==> src/rtl/timer_pkg.sv <==
// package: register map, fields, reset values and prescale for the dual timer block
// ----------------------------------------------------------------------------
// Operation
// - timer 0 advances at system clock /12 when its fast bit is 0, else /1.
// - timer 1 advances at system clock /12 when its fast bit is 0, else /1.
// - baud clock output toggles on each baud timer overflow when enabled.
// - timer 1 clock output toggles on each timer 1 overflow when enabled.
// - timer 0 clock output toggles on each timer 0 overflow when enabled.
// - gate set needs run bit and external pin high; gate clear needs run only.
// - function bit clear counts internal ticks; set counts external pin events.
// - mode 00 is a 13-bit timer/counter.
// - mode 01 cascades high and low bytes into 16 bits, no prescaler.
// - mode 10 counts low byte, reloaded from high byte on overflow.
// - timer 0 mode 11 splits low byte (timer 0 controls), high byte (timer 1).
// - timer 1 in mode 11 stops counting.
// - mode register holds two gate/function/mode groups, upper for timer 1.
// - timer 1 overflow flag set on overflow, cleared on interrupt vectoring.
// - timer 0 overflow flag set on overflow, cleared on interrupt vectoring.
// - control bit 6 is software run control of timer 1.
// - control bit 4 is software run control of timer 0.
// - external interrupt flag set on detection, cleared when processed.
// - external interrupt type bit selects falling edge (1) or low level (0).
// - count pin sampled each clock; high then low sample increments.
// - 13-bit mode uses eight high bits and five low bits.
// - auto-reload leaves the high byte unchanged.
// - split high byte uses timer 1 run bit and sets timer 1 overflow flag.
// ----------------------------------------------------------------------------
package timer_pkg;
  // register offsets on the plain port
  localparam logic [2:0] OFS_CONTROL   = 3'h0;
  localparam logic [2:0] OFS_MODE      = 3'h1;
  localparam logic [2:0] OFS_LOW_ZERO  = 3'h2;
  localparam logic [2:0] OFS_LOW_ONE   = 3'h3;
  localparam logic [2:0] OFS_HIGH_ZERO = 3'h4;
  localparam logic [2:0] OFS_HIGH_ONE  = 3'h5;
  localparam logic [2:0] OFS_SPEED     = 3'h6;
  localparam logic [2:0] OFS_CLKOUT    = 3'h7;
  // control register bit positions
  localparam int BIT_TF1 = 7;
  localparam int BIT_TR1 = 6;
  localparam int BIT_TF0 = 5;
  localparam int BIT_TR0 = 4;
  localparam int BIT_IE1 = 3;
  localparam int BIT_IT1 = 2;
  localparam int BIT_IE0 = 1;
  localparam int BIT_IT0 = 0;
  // speed and clock-out bit positions
  localparam int BIT_FAST0 = 7;
  localparam int BIT_FAST1 = 6;
  localparam int BIT_CO_BAUD = 2;
  localparam int BIT_CO_ONE  = 1;
  localparam int BIT_CO_ZERO = 0;
  // reset values
  localparam logic [7:0] RST_REG = 8'h00;
  // prescale for the slow tick
  localparam int PRESCALE = 12;
  localparam logic [3:0] PRESCALE_LAST = 4'(PRESCALE - 1);
  // mode encodings
  localparam logic [1:0] MODE_13 = 2'h0;
  localparam logic [1:0] MODE_16 = 2'h1;
  localparam logic [1:0] MODE_RELOAD = 2'h2;
  localparam logic [1:0] MODE_SPLIT = 2'h3;
  // one timer's mode group
  typedef struct packed {
    logic       gate;
    logic       counter;
    logic [1:0] mode;
  } mode_group_type;
  // register port request
  typedef struct packed {
    logic [2:0] addr;
    logic [7:0] wdata;
    logic       wr;
    logic       rd;
  } reg_req_type;
endpackage

==> src/rtl/dual_timer_counter_control.sv <==
// dual timer/counter control block with register port and clock outputs
//
// The plain strobed port and the register addresses were left to the implementer.
`timescale 1ns/100ps
`default_nettype none
module dual_timer_counter_control (
  input  wire logic                  clk_sys_i,
  input  wire logic                  rst_i,
  input  wire timer_pkg::reg_req_type req_i,
  output logic [7:0]                 rdata_o,
  input  wire logic                  count_zero_pin_i,
  input  wire logic                  count_one_pin_i,
  input  wire logic                  ext_irq_zero_pin_i,
  input  wire logic                  ext_irq_one_pin_i,
  input  wire logic                  baud_overflow_i,
  input  wire logic                  vector_timer_zero_i,
  input  wire logic                  vector_timer_one_i,
  input  wire logic                  vector_ext_zero_i,
  input  wire logic                  vector_ext_one_i,
  output logic                       clkout_p10_o,
  output logic                       clkout_p34_o,
  output logic                       clkout_p35_o,
  output logic                       clkout_p10_en_o,
  output logic                       clkout_p34_en_o,
  output logic                       clkout_p35_en_o,
  output logic                       ext_irq_zero_req_o,
  output logic                       ext_irq_one_req_o
);
  import timer_pkg::*;

  // block overview:
  // - both timers share one divide-by-twelve enable; the fast bits bypass it
  // - count and interrupt pins pass two flops, then a third flop for edges
  // - counter bytes live in flops and are read one byte at a time, unlatched
  // - overflow flags and edge flags are sticky until a vector pulse clears them
  // - clock outputs are plain toggles, so their rate is half the overflow rate
  // limitation: a multi-byte read is not atomic, so software must allow for
  // a carry between reading the low byte and the high byte

  // ----------------------------------------------------------------------
  // registers
  // ----------------------------------------------------------------------
  logic [7:0]     control_ff;
  logic [7:0]     speed_ff;
  logic [7:0]     clkout_ff;
  mode_group_type mode0_ff;
  mode_group_type mode1_ff;
  logic [7:0]     low0_ff;
  logic [7:0]     high0_ff;
  logic [7:0]     low1_ff;
  logic [7:0]     high1_ff;
  logic [3:0]     pre_ff;
  logic [1:0]     sync_c0_ff;
  logic [1:0]     sync_c1_ff;
  logic [1:0]     sync_i0_ff;
  logic [1:0]     sync_i1_ff;
  logic           prev_c0_ff;
  logic           prev_c1_ff;
  logic           prev_i0_ff;
  logic           prev_i1_ff;

  logic wr_control;
  logic tick12;
  logic fall_c0;
  logic fall_c1;
  logic fall_i0;
  logic fall_i1;
  logic run0;
  logic run1;
  logic run_split;
  logic inc0;
  logic inc1;
  logic inc_split;
  logic ovf0;
  logic ovf1;
  logic ovf_split;
  logic set_tf0;
  logic set_tf1;
  logic det_i0;
  logic det_i1;
  logic [7:0] nxt_low0;
  logic [7:0] nxt_high0;
  logic [7:0] nxt_low1;
  logic [7:0] nxt_high1;

  // control writes are decoded once; the flag process and the vector clears
  // both need to know whether software owns the register in this cycle
  assign wr_control = req_i.wr && (req_i.addr == OFS_CONTROL);

  // ----------------------------------------------------------------------
  // prescaler and pin synchronisers
  // ----------------------------------------------------------------------
  // divide by twelve enable shared by both timers
  // it free-runs from reset and is never restarted by a run bit, so the
  // first slow tick after a start may come early; this keeps one divider
  // for both timers instead of one per timer
  always_ff @(posedge clk_sys_i) begin
    if (rst_i || pre_ff == PRESCALE_LAST) begin
      pre_ff <= 4'h0;
    end else begin
      pre_ff <= pre_ff + 4'h1;
    end
  end
  assign tick12 = (pre_ff == PRESCALE_LAST);

  // two flops before any logic reads a pin
  // synchronisers and edge history reset high, the idle level of the pins,
  // so the first cycles after reset never show a false falling edge
  always_ff @(posedge clk_sys_i) begin
    if (rst_i) begin
      sync_c0_ff <= 2'h3;
      sync_c1_ff <= 2'h3;
      sync_i0_ff <= 2'h3;
      sync_i1_ff <= 2'h3;
      prev_c0_ff <= 1'b1;
      prev_c1_ff <= 1'b1;
      prev_i0_ff <= 1'b1;
      prev_i1_ff <= 1'b1;
    end else begin
      sync_c0_ff <= {sync_c0_ff[0], count_zero_pin_i};
      sync_c1_ff <= {sync_c1_ff[0], count_one_pin_i};
      sync_i0_ff <= {sync_i0_ff[0], ext_irq_zero_pin_i};
      sync_i1_ff <= {sync_i1_ff[0], ext_irq_one_pin_i};
      prev_c0_ff <= sync_c0_ff[1];
      prev_c1_ff <= sync_c1_ff[1];
      prev_i0_ff <= sync_i0_ff[1];
      prev_i1_ff <= sync_i1_ff[1];
    end
  end
  // high sample then low sample marks one event
  // an event thus reaches the counter three clocks after the pin falls
  assign fall_c0 = prev_c0_ff && !sync_c0_ff[1];
  assign fall_c1 = prev_c1_ff && !sync_c1_ff[1];
  assign fall_i0 = prev_i0_ff && !sync_i0_ff[1];
  assign fall_i1 = prev_i1_ff && !sync_i1_ff[1];

  // ----------------------------------------------------------------------
  // count enables
  // ----------------------------------------------------------------------
  // the gate level is the synchronised pin, the same one the flag logic uses,
  // so gating and interrupt detection never disagree about the pin
  assign run0 = control_ff[BIT_TR0] && (!mode0_ff.gate || sync_i0_ff[1]);
  assign run1 = control_ff[BIT_TR1] && (!mode1_ff.gate || sync_i1_ff[1])
                && (mode1_ff.mode != MODE_SPLIT);
  // split high byte: timer only, timer 1 run bit, no gate
  assign run_split = control_ff[BIT_TR1] && (mode0_ff.mode == MODE_SPLIT);

  // event source: counter pin, else prescaled or fast internal tick
  assign inc0 = run0 && (mode0_ff.counter ? fall_c0
                        : (speed_ff[BIT_FAST0] || tick12));
  assign inc1 = run1 && (mode1_ff.counter ? fall_c1
                        : (speed_ff[BIT_FAST1] || tick12));
  assign inc_split = run_split && (speed_ff[BIT_FAST0] || tick12);

  // ----------------------------------------------------------------------
  // counter next values
  // ----------------------------------------------------------------------
  // timer 0 next value and overflow for each mode
  // the split high byte is handled after the case so it can count in the
  // same cycle as the low byte without either overwriting the other
  always_comb begin
    nxt_low0 = low0_ff;
    nxt_high0 = high0_ff;
    ovf0 = 1'b0;
    ovf_split = 1'b0;
    if (inc0) begin
      case (mode0_ff.mode)
        MODE_13: begin
          nxt_low0 = {low0_ff[7:5], low0_ff[4:0] + 5'h01};
          if (low0_ff[4:0] == 5'h1F) begin
            nxt_high0 = high0_ff + 8'h01;
            ovf0 = (high0_ff == 8'hFF);
          end
        end
        MODE_16: begin
          nxt_low0 = low0_ff + 8'h01;
          if (low0_ff == 8'hFF) begin
            nxt_high0 = high0_ff + 8'h01;
            ovf0 = (high0_ff == 8'hFF);
          end
        end
        MODE_RELOAD: begin
          ovf0 = (low0_ff == 8'hFF);
          nxt_low0 = ovf0 ? high0_ff : low0_ff + 8'h01;
        end
        default: begin
          nxt_low0 = low0_ff + 8'h01;
          ovf0 = (low0_ff == 8'hFF);
        end
      endcase
    end
    if (inc_split) begin
      nxt_high0 = high0_ff + 8'h01;
      ovf_split = (high0_ff == 8'hFF);
    end
  end

  // timer 1 next value; mode 11 never increments
  // run1 is already low in mode 11; the default branch only keeps the
  // case complete and holds the count
  always_comb begin
    nxt_low1 = low1_ff;
    nxt_high1 = high1_ff;
    ovf1 = 1'b0;
    if (inc1) begin
      case (mode1_ff.mode)
        MODE_13: begin
          nxt_low1 = {low1_ff[7:5], low1_ff[4:0] + 5'h01};
          if (low1_ff[4:0] == 5'h1F) begin
            nxt_high1 = high1_ff + 8'h01;
            ovf1 = (high1_ff == 8'hFF);
          end
        end
        MODE_16: begin
          nxt_low1 = low1_ff + 8'h01;
          if (low1_ff == 8'hFF) begin
            nxt_high1 = high1_ff + 8'h01;
            ovf1 = (high1_ff == 8'hFF);
          end
        end
        MODE_RELOAD: begin
          ovf1 = (low1_ff == 8'hFF);
          nxt_low1 = ovf1 ? high1_ff : low1_ff + 8'h01;
        end
        default: begin
          nxt_low1 = low1_ff;
        end
      endcase
    end
  end

  // software writes to a byte override the count in the same cycle
  // a carry into a byte that is written in that cycle is lost; software
  // normally stops the timer before loading it
  always_ff @(posedge clk_sys_i) begin
    if (rst_i) begin
      low0_ff <= RST_REG;
      high0_ff <= RST_REG;
      low1_ff <= RST_REG;
      high1_ff <= RST_REG;
    end else begin
      low0_ff <= (req_i.wr && req_i.addr == OFS_LOW_ZERO) ? req_i.wdata : nxt_low0;
      high0_ff <= (req_i.wr && req_i.addr == OFS_HIGH_ZERO) ? req_i.wdata : nxt_high0;
      low1_ff <= (req_i.wr && req_i.addr == OFS_LOW_ONE) ? req_i.wdata : nxt_low1;
      high1_ff <= (req_i.wr && req_i.addr == OFS_HIGH_ONE) ? req_i.wdata : nxt_high1;
    end
  end

  // ----------------------------------------------------------------------
  // configuration registers
  // ----------------------------------------------------------------------
  // mode groups are split at the write so each timer decodes only its own
  // nibble; read back rebuilds the byte in the same order
  always_ff @(posedge clk_sys_i) begin
    if (rst_i) begin
      mode0_ff <= mode_group_type'(RST_REG[3:0]);
      mode1_ff <= mode_group_type'(RST_REG[7:4]);
    end else if (req_i.wr && req_i.addr == OFS_MODE) begin
      mode1_ff <= mode_group_type'(req_i.wdata[7:4]);
      mode0_ff <= mode_group_type'(req_i.wdata[3:0]);
    end
  end

  // speed and clock-out bytes keep every bit, unused ones read back as written
  always_ff @(posedge clk_sys_i) begin
    if (rst_i) begin
      speed_ff <= RST_REG;
      clkout_ff <= RST_REG;
    end else begin
      if (req_i.wr && req_i.addr == OFS_SPEED) begin
        speed_ff <= req_i.wdata;
      end
      if (req_i.wr && req_i.addr == OFS_CLKOUT) begin
        clkout_ff <= req_i.wdata;
      end
    end
  end

  // ----------------------------------------------------------------------
  // control register: run, type, and sticky flags
  // ----------------------------------------------------------------------
  // split high byte also sets the timer 1 flag, alongside timer 1's own overflow
  assign set_tf0 = ovf0;
  assign set_tf1 = ovf1 || ovf_split;
  // type 1: falling edge; type 0: low level, sampled every clock
  assign det_i0 = control_ff[BIT_IT0] ? fall_i0 : !sync_i0_ff[1];
  assign det_i1 = control_ff[BIT_IT1] ? fall_i1 : !sync_i1_ff[1];

  // set wins over any clear so no event is lost
  // order inside the process matters: the write goes first, the vector
  // clears next, the hardware sets last, so later assignments take priority
  always_ff @(posedge clk_sys_i) begin
    if (rst_i) begin
      control_ff <= RST_REG;
    end else begin
      if (wr_control) begin
        control_ff <= req_i.wdata;
      end
      if (vector_timer_one_i && !wr_control) begin
        control_ff[BIT_TF1] <= 1'b0;
      end
      if (vector_timer_zero_i && !wr_control) begin
        control_ff[BIT_TF0] <= 1'b0;
      end
      if (vector_ext_one_i && !wr_control) begin
        control_ff[BIT_IE1] <= 1'b0;
      end
      if (vector_ext_zero_i && !wr_control) begin
        control_ff[BIT_IE0] <= 1'b0;
      end
      if (set_tf1) begin
        control_ff[BIT_TF1] <= 1'b1;
      end
      if (set_tf0) begin
        control_ff[BIT_TF0] <= 1'b1;
      end
      if (det_i1) begin
        control_ff[BIT_IE1] <= 1'b1;
      end
      if (det_i0) begin
        control_ff[BIT_IE0] <= 1'b1;
      end
    end
  end
  assign ext_irq_zero_req_o = control_ff[BIT_IE0];
  assign ext_irq_one_req_o = control_ff[BIT_IE1];

  // ----------------------------------------------------------------------
  // clock outputs: toggle per overflow gives half the overflow rate
  // ----------------------------------------------------------------------
  // toggles only while enabled, so a disabled output keeps its last level
  // and resumes from there; the enables double as pin output enables
  always_ff @(posedge clk_sys_i) begin
    if (rst_i) begin
      clkout_p10_o <= 1'b0;
      clkout_p34_o <= 1'b0;
      clkout_p35_o <= 1'b0;
    end else begin
      if (baud_overflow_i && clkout_ff[BIT_CO_BAUD]) begin
        clkout_p10_o <= !clkout_p10_o;
      end
      if (ovf0 && clkout_ff[BIT_CO_ZERO]) begin
        clkout_p34_o <= !clkout_p34_o;
      end
      if (ovf1 && clkout_ff[BIT_CO_ONE]) begin
        clkout_p35_o <= !clkout_p35_o;
      end
    end
  end
  assign clkout_p10_en_o = clkout_ff[BIT_CO_BAUD];
  assign clkout_p34_en_o = clkout_ff[BIT_CO_ZERO];
  assign clkout_p35_en_o = clkout_ff[BIT_CO_ONE];

  // ----------------------------------------------------------------------
  // read port: data one cycle after the strobe
  // ----------------------------------------------------------------------
  // idle data is forced to zero so a stale value never looks like an answer
  always_ff @(posedge clk_sys_i) begin
    if (rst_i) begin
      rdata_o <= 8'h00;
    end else if (req_i.rd) begin
      case (req_i.addr)
        OFS_CONTROL:   rdata_o <= control_ff;
        OFS_MODE:      rdata_o <= {mode1_ff, mode0_ff};
        OFS_LOW_ZERO:  rdata_o <= low0_ff;
        OFS_LOW_ONE:   rdata_o <= low1_ff;
        OFS_HIGH_ZERO: rdata_o <= high0_ff;
        OFS_HIGH_ONE:  rdata_o <= high1_ff;
        OFS_SPEED:     rdata_o <= speed_ff;
        default:       rdata_o <= clkout_ff;
      endcase
    end else begin
      rdata_o <= 8'h00;
    end
  end
endmodule
`default_nettype wire

==> config.mk <==
export PLATFORM = sky130hd
export DESIGN_NAME = dual_timer_counter_control
export DESIGN_NICKNAME = d
export VERILOG_FILES = /design/src/rtl/timer_pkg.sv /design/src/rtl/dual_timer_counter_control.sv
export SDC_FILE = /design/constraint.sdc
export NUM_CORES = 1
export LEC_CHECK = 0
export ABC_AREA = 0
export BUFFER_PORTS_ARGS = -buffer_cell sky130_fd_sc_hd__buf_2
export CORE_MARGIN = 2
export CORE_UTILIZATION = 61
export DETAILED_ROUTE_END_ITERATION = 7
export PLACE_DENSITY = 0.79
export REMOVE_ABC_BUFFERS = 1
export SLEW_MARGIN = 5
export SYNTH_ARGS = -nofsm -noshare
export SYNTH_HDL_FRONTEND = slang
export SYNTH_SLANG_ARGS = --single-unit
==> constraint.sdc <==
create_clock -name clk_sys_i -period 2.15 [get_ports clk_sys_i]
set_input_delay 0.1075 -clock clk_sys_i [delete_from_list [all_inputs] [get_ports clk_sys_i]]
set_output_delay 0.1075 -clock clk_sys_i [all_outputs]
set_load 0.005 [all_outputs]
==> results.yml <==
run_status:
  outcome: "finished, final reports clean"
cts:
  worstSkewPairLatency_ns: 0.37
  clk_path_buf_depth: 2
  cts.sinks: 91
  clk_pin_slew_ns: 0.10
  cts_tree: "built"
  cts_buffers: 9
  root_buffer: "clkbuf_8"
  cts_max_level: 3
synth:
  synth_top_family_by_area: "simple AND/OR/NAND/NOR gates"
  synth-xor-area-share: 0.0117
  syn_area_per_cell_sq_um: 8.05
  synth_edf_count: 0
  synth_top_area_cell: "dfxtp_1"
  synthTopCellsByArea: "dfxtp_1, nand2_1, a21oi_1"
  ys_warn_count: 0
  ys_async_sr_fraction: 0
  syn_area_sq_um: 5240
  synthDistinctLibCells: 73
  synthMuxAreaShare: 0.0411
  synth-simple-area-share: 0.259
  synth_fa_ha_area_frac: 0.0286
  synth_flop_cell: "dfxtp_1"
  syn_inst: 651
  ys_ff_latch: 91
  synth-compound-area-share: 0.248
  synth_top_area_share: 0.347
  ys_seq_area_frac: 0.347
floorplan:
  io_pins: 40
  die_area_sq_um: 9350
  initial_utilization: 0.635
  dieHeight_microns: 96.7
  coreArea_sq_um: 8260
  rows: 33
  dieWidth_microns: 96.7
power_and_ir_drop:
  seq_power_share: 0.507
  ir_drop_v: 0.000333
  power.share.switching: 0.273
  switchingPower_uw: 960
  power_frac_comb: 0.112
  p_int_uw: 2560
  power.total_uw: 3520
  p_leak_uw: 0.00232
  clkPwrFrac: 0.382
  powerDensity_nw_per_um2: 576
sta:
  fin_crit_ns: 2.09
  finalSetupViolCount: 0
  fmax_mhz: 479
  fin_ws_ns: 0.0607
  slew_headroom: 0.533
  finalCritPeriodShare: 0.972
  tightest_slew_ns: 0.700
  setup_tns_ns: 0
  drv_slew: 0
  clock_skew_ns: 0.0152
  finalHoldViolations: 0
  whs_ns: 0.0583
global_route:
  grt_antenna_before_repair: 0
  gr-total-overflow: 0
  grt_pass1_vias: 5028
  grt_usage: 0.338
  grt_pass1_wl_microns: 25400
  grt_start_max_net_pins: 68
worst_setup_path:
  end_kind: "register"
  worstSetupPathType: "reg2reg"
  cp_max_fo: 16
  critPathLaunchType: "register"
  cp.arrival_ns: 2.36
  crit_chain: "nand2b_4 > a2111oi_4 > a31oi_1 > buf_4 > or4_1 > a311oi_1"
  cp_data_required_time_ns: 2.42
  crit_slowest_cell: "or4_1"
  slowest_delay_ns: 0.52
placement:
  postPlaceCellArea_sq_um: 5700
  port_buffers: 39
  gp_congestion: 0.926
  place_ws_ns: -0.0122
  place_hpwl_microns: 11500
cells_and_area:
  final_area_sq_um: 6100
  fillerInstances: 644
  diodes: 0
  syn2layout_area_growth_pct: 16.4
  fin_nets: 750
  drive_above_1_share: 0.236
route:
  wl_per_cell_microns: 19.9
  drtAntennaViolNets: 0
  dr_total_vias: 5362
  drtPass1Iterations: 6
  vias_per_cell: 6.51
  drt-initial-drc-count: 714
  wl_microns: 16400
  drcViolationCount: 0
worst_hold_path:
  worstHoldPathType: "in2reg"
job:
  cap_violations: 0
-- state kept, by name, summed over array words and instances (netlist names), 2 cells and up --
| name | flops |
|---|---|
| clkout_ff | 8 |
| control_ff | 8 |
| high0_ff | 8 |
| high1_ff | 8 |
| low0_ff | 8 |
| low1_ff | 8 |
| mode0_ff | 4 |
| mode1_ff | 4 |
| pre_ff | 4 |
| rdata_o | 8 |
| speed_ff | 8 |
| sync_c0_ff | 2 |
| sync_c1_ff | 2 |
| sync_i0_ff | 2 |
| sync_i1_ff | 2 |
-- repair_timing --
item | in CTS | in global routing
hold buffers | 4 | 0
gates cloned | 0 | 1
setup endpoints to repair | 6 | 12
endpoints found under the hold margin | 4 | 0
pin swaps | 1 | 7
gates resized for setup | 5 | 16
buffers inserted | 0 | 5
-- final timing paths --
path                                  from  cells past startpoint                        end  slack [ns]
hold reg to reg   sync_i0_ff[0]$_SDFF_PP1_                      1   sync_i0_ff[1]$_SDFF_PP1_        0.42
hold / removal             baud_overflow_i                      4  clkout_p10_o$_SDFFE_PP0P_        0.06
setup reg to reg  sync_c0_ff[1]$_SDFF_PP1_                      6   high0_ff[4]$_SDFFE_PP0P_        0.06
setup / recovery  sync_c0_ff[1]$_SDFF_PP1_                      6   high0_ff[4]$_SDFFE_PP0P_        0.06
-- cell usage in the layout, fill, tap and decap left out, types with 9 or more instances in the layout --
cell type,instances
nor3_1,12
or2_2,12
buf_2,39
nand3_1,26
a31oi_1,14
nand2_1,94
a211oi_1,12
a311oi_1,10
inv_1,21
nor2b_1,10
o21ai_0,25
buf_4,56
dfxtp_1,85
mux2_2,10
ha_1,9
clkbuf_8,9
nor2_1,53
and3_1,10
a21oi_1,46
-- per-layer routing --
metal	global-route usage	wire (microns)	part of all wire
met5	0	0	0
met4	0.156	623	0.038
met3	0.0607	1700	0.10
met2	0.544	7630	0.47
met1	0.441	6440	0.39
-- worst max-delay path: cells and delay by family (launching register included) --
kind                   cells  cell delay [ns]
buffers and inverters      1             0.20
AOI/OAI and AO/OA          3             0.81
DFF                        1             0.32
and+or+nand+nor            2             0.68
-- logic make-up (layout without fill, tap and decap cells) --
group / Yosys count / count (layout)
and+or+nand+nor: 269 / 269
AOI/OAI and AO/OA: 184 / 185
DFF: 91 / 91
buffers and inverters: 69 / 136
muxes: 19 / 19
adders and majority gates: 12 / 12
xor gates and xnor gates: 7 / 7
-- through the flow --
| step | utilization | std cells |
|---|---|---|
| floorplan | - | 603 |
| global placement | 0.690 | 798 |
| detailed placement | 0.690 | 798 |
| CTS | 0.724 | 818 |
| global route | 0.739 | 824 |
| finish | 0.739 | 824 |
-- final cells by class --
class	count	area, sq um	area share
Clock buffer	10	128	0.0209
Clock inverter	6	95.1	0.0156
Inverter	21	78.8	0.0129
Multi-Input combinational cell	492	3180	0.522
Sequential cell	91	1830	0.300
Tap cell	105	131	0.0215
Timing Repair Buffer	99	656	0.107
-- Yosys cell counts (4+ instances only) --
cell type  number
dfxtp_1        91
nor3_1         12
o31ai_1         7
nor4_1          4
o21ai_0        25
nand4_1         4
nand2_1        94
mux2_2         10
a211oi_1       12
and3_1         10
nand3_1        26
xnor2_1         4
inv_1          21
ha_1           12
a31oi_1        15
a21oi_1        46
buf_2           8
or4_1           5
o22ai_1         7
mux2i_1         8
a311oi_1       12
nor3b_1         8
o221a_2         5
clkbuf_1       28
nor2_1         53
a221oi_1        7
and2_1          7
or2_2          12
a2111oi_0       4
nor2b_1        10
a22oi_1         5
a21o_1          8
-- power by group through the flow --
stage | Combinational (uW) | Sequential (uW) | Clock (uW)
2_1_floorplan | 167 | 1810 | 0
3_5_place_dp | 369 | 1820 | 0
4_1_cts | 378 | 1780 | 1350
5_1_grt | 421 | 1790 | 1410
3_3_place_gp | 359 | 1810 | 0
6_report | 393 | 1780 | 1340
Power figures use the tool's default switching activity.
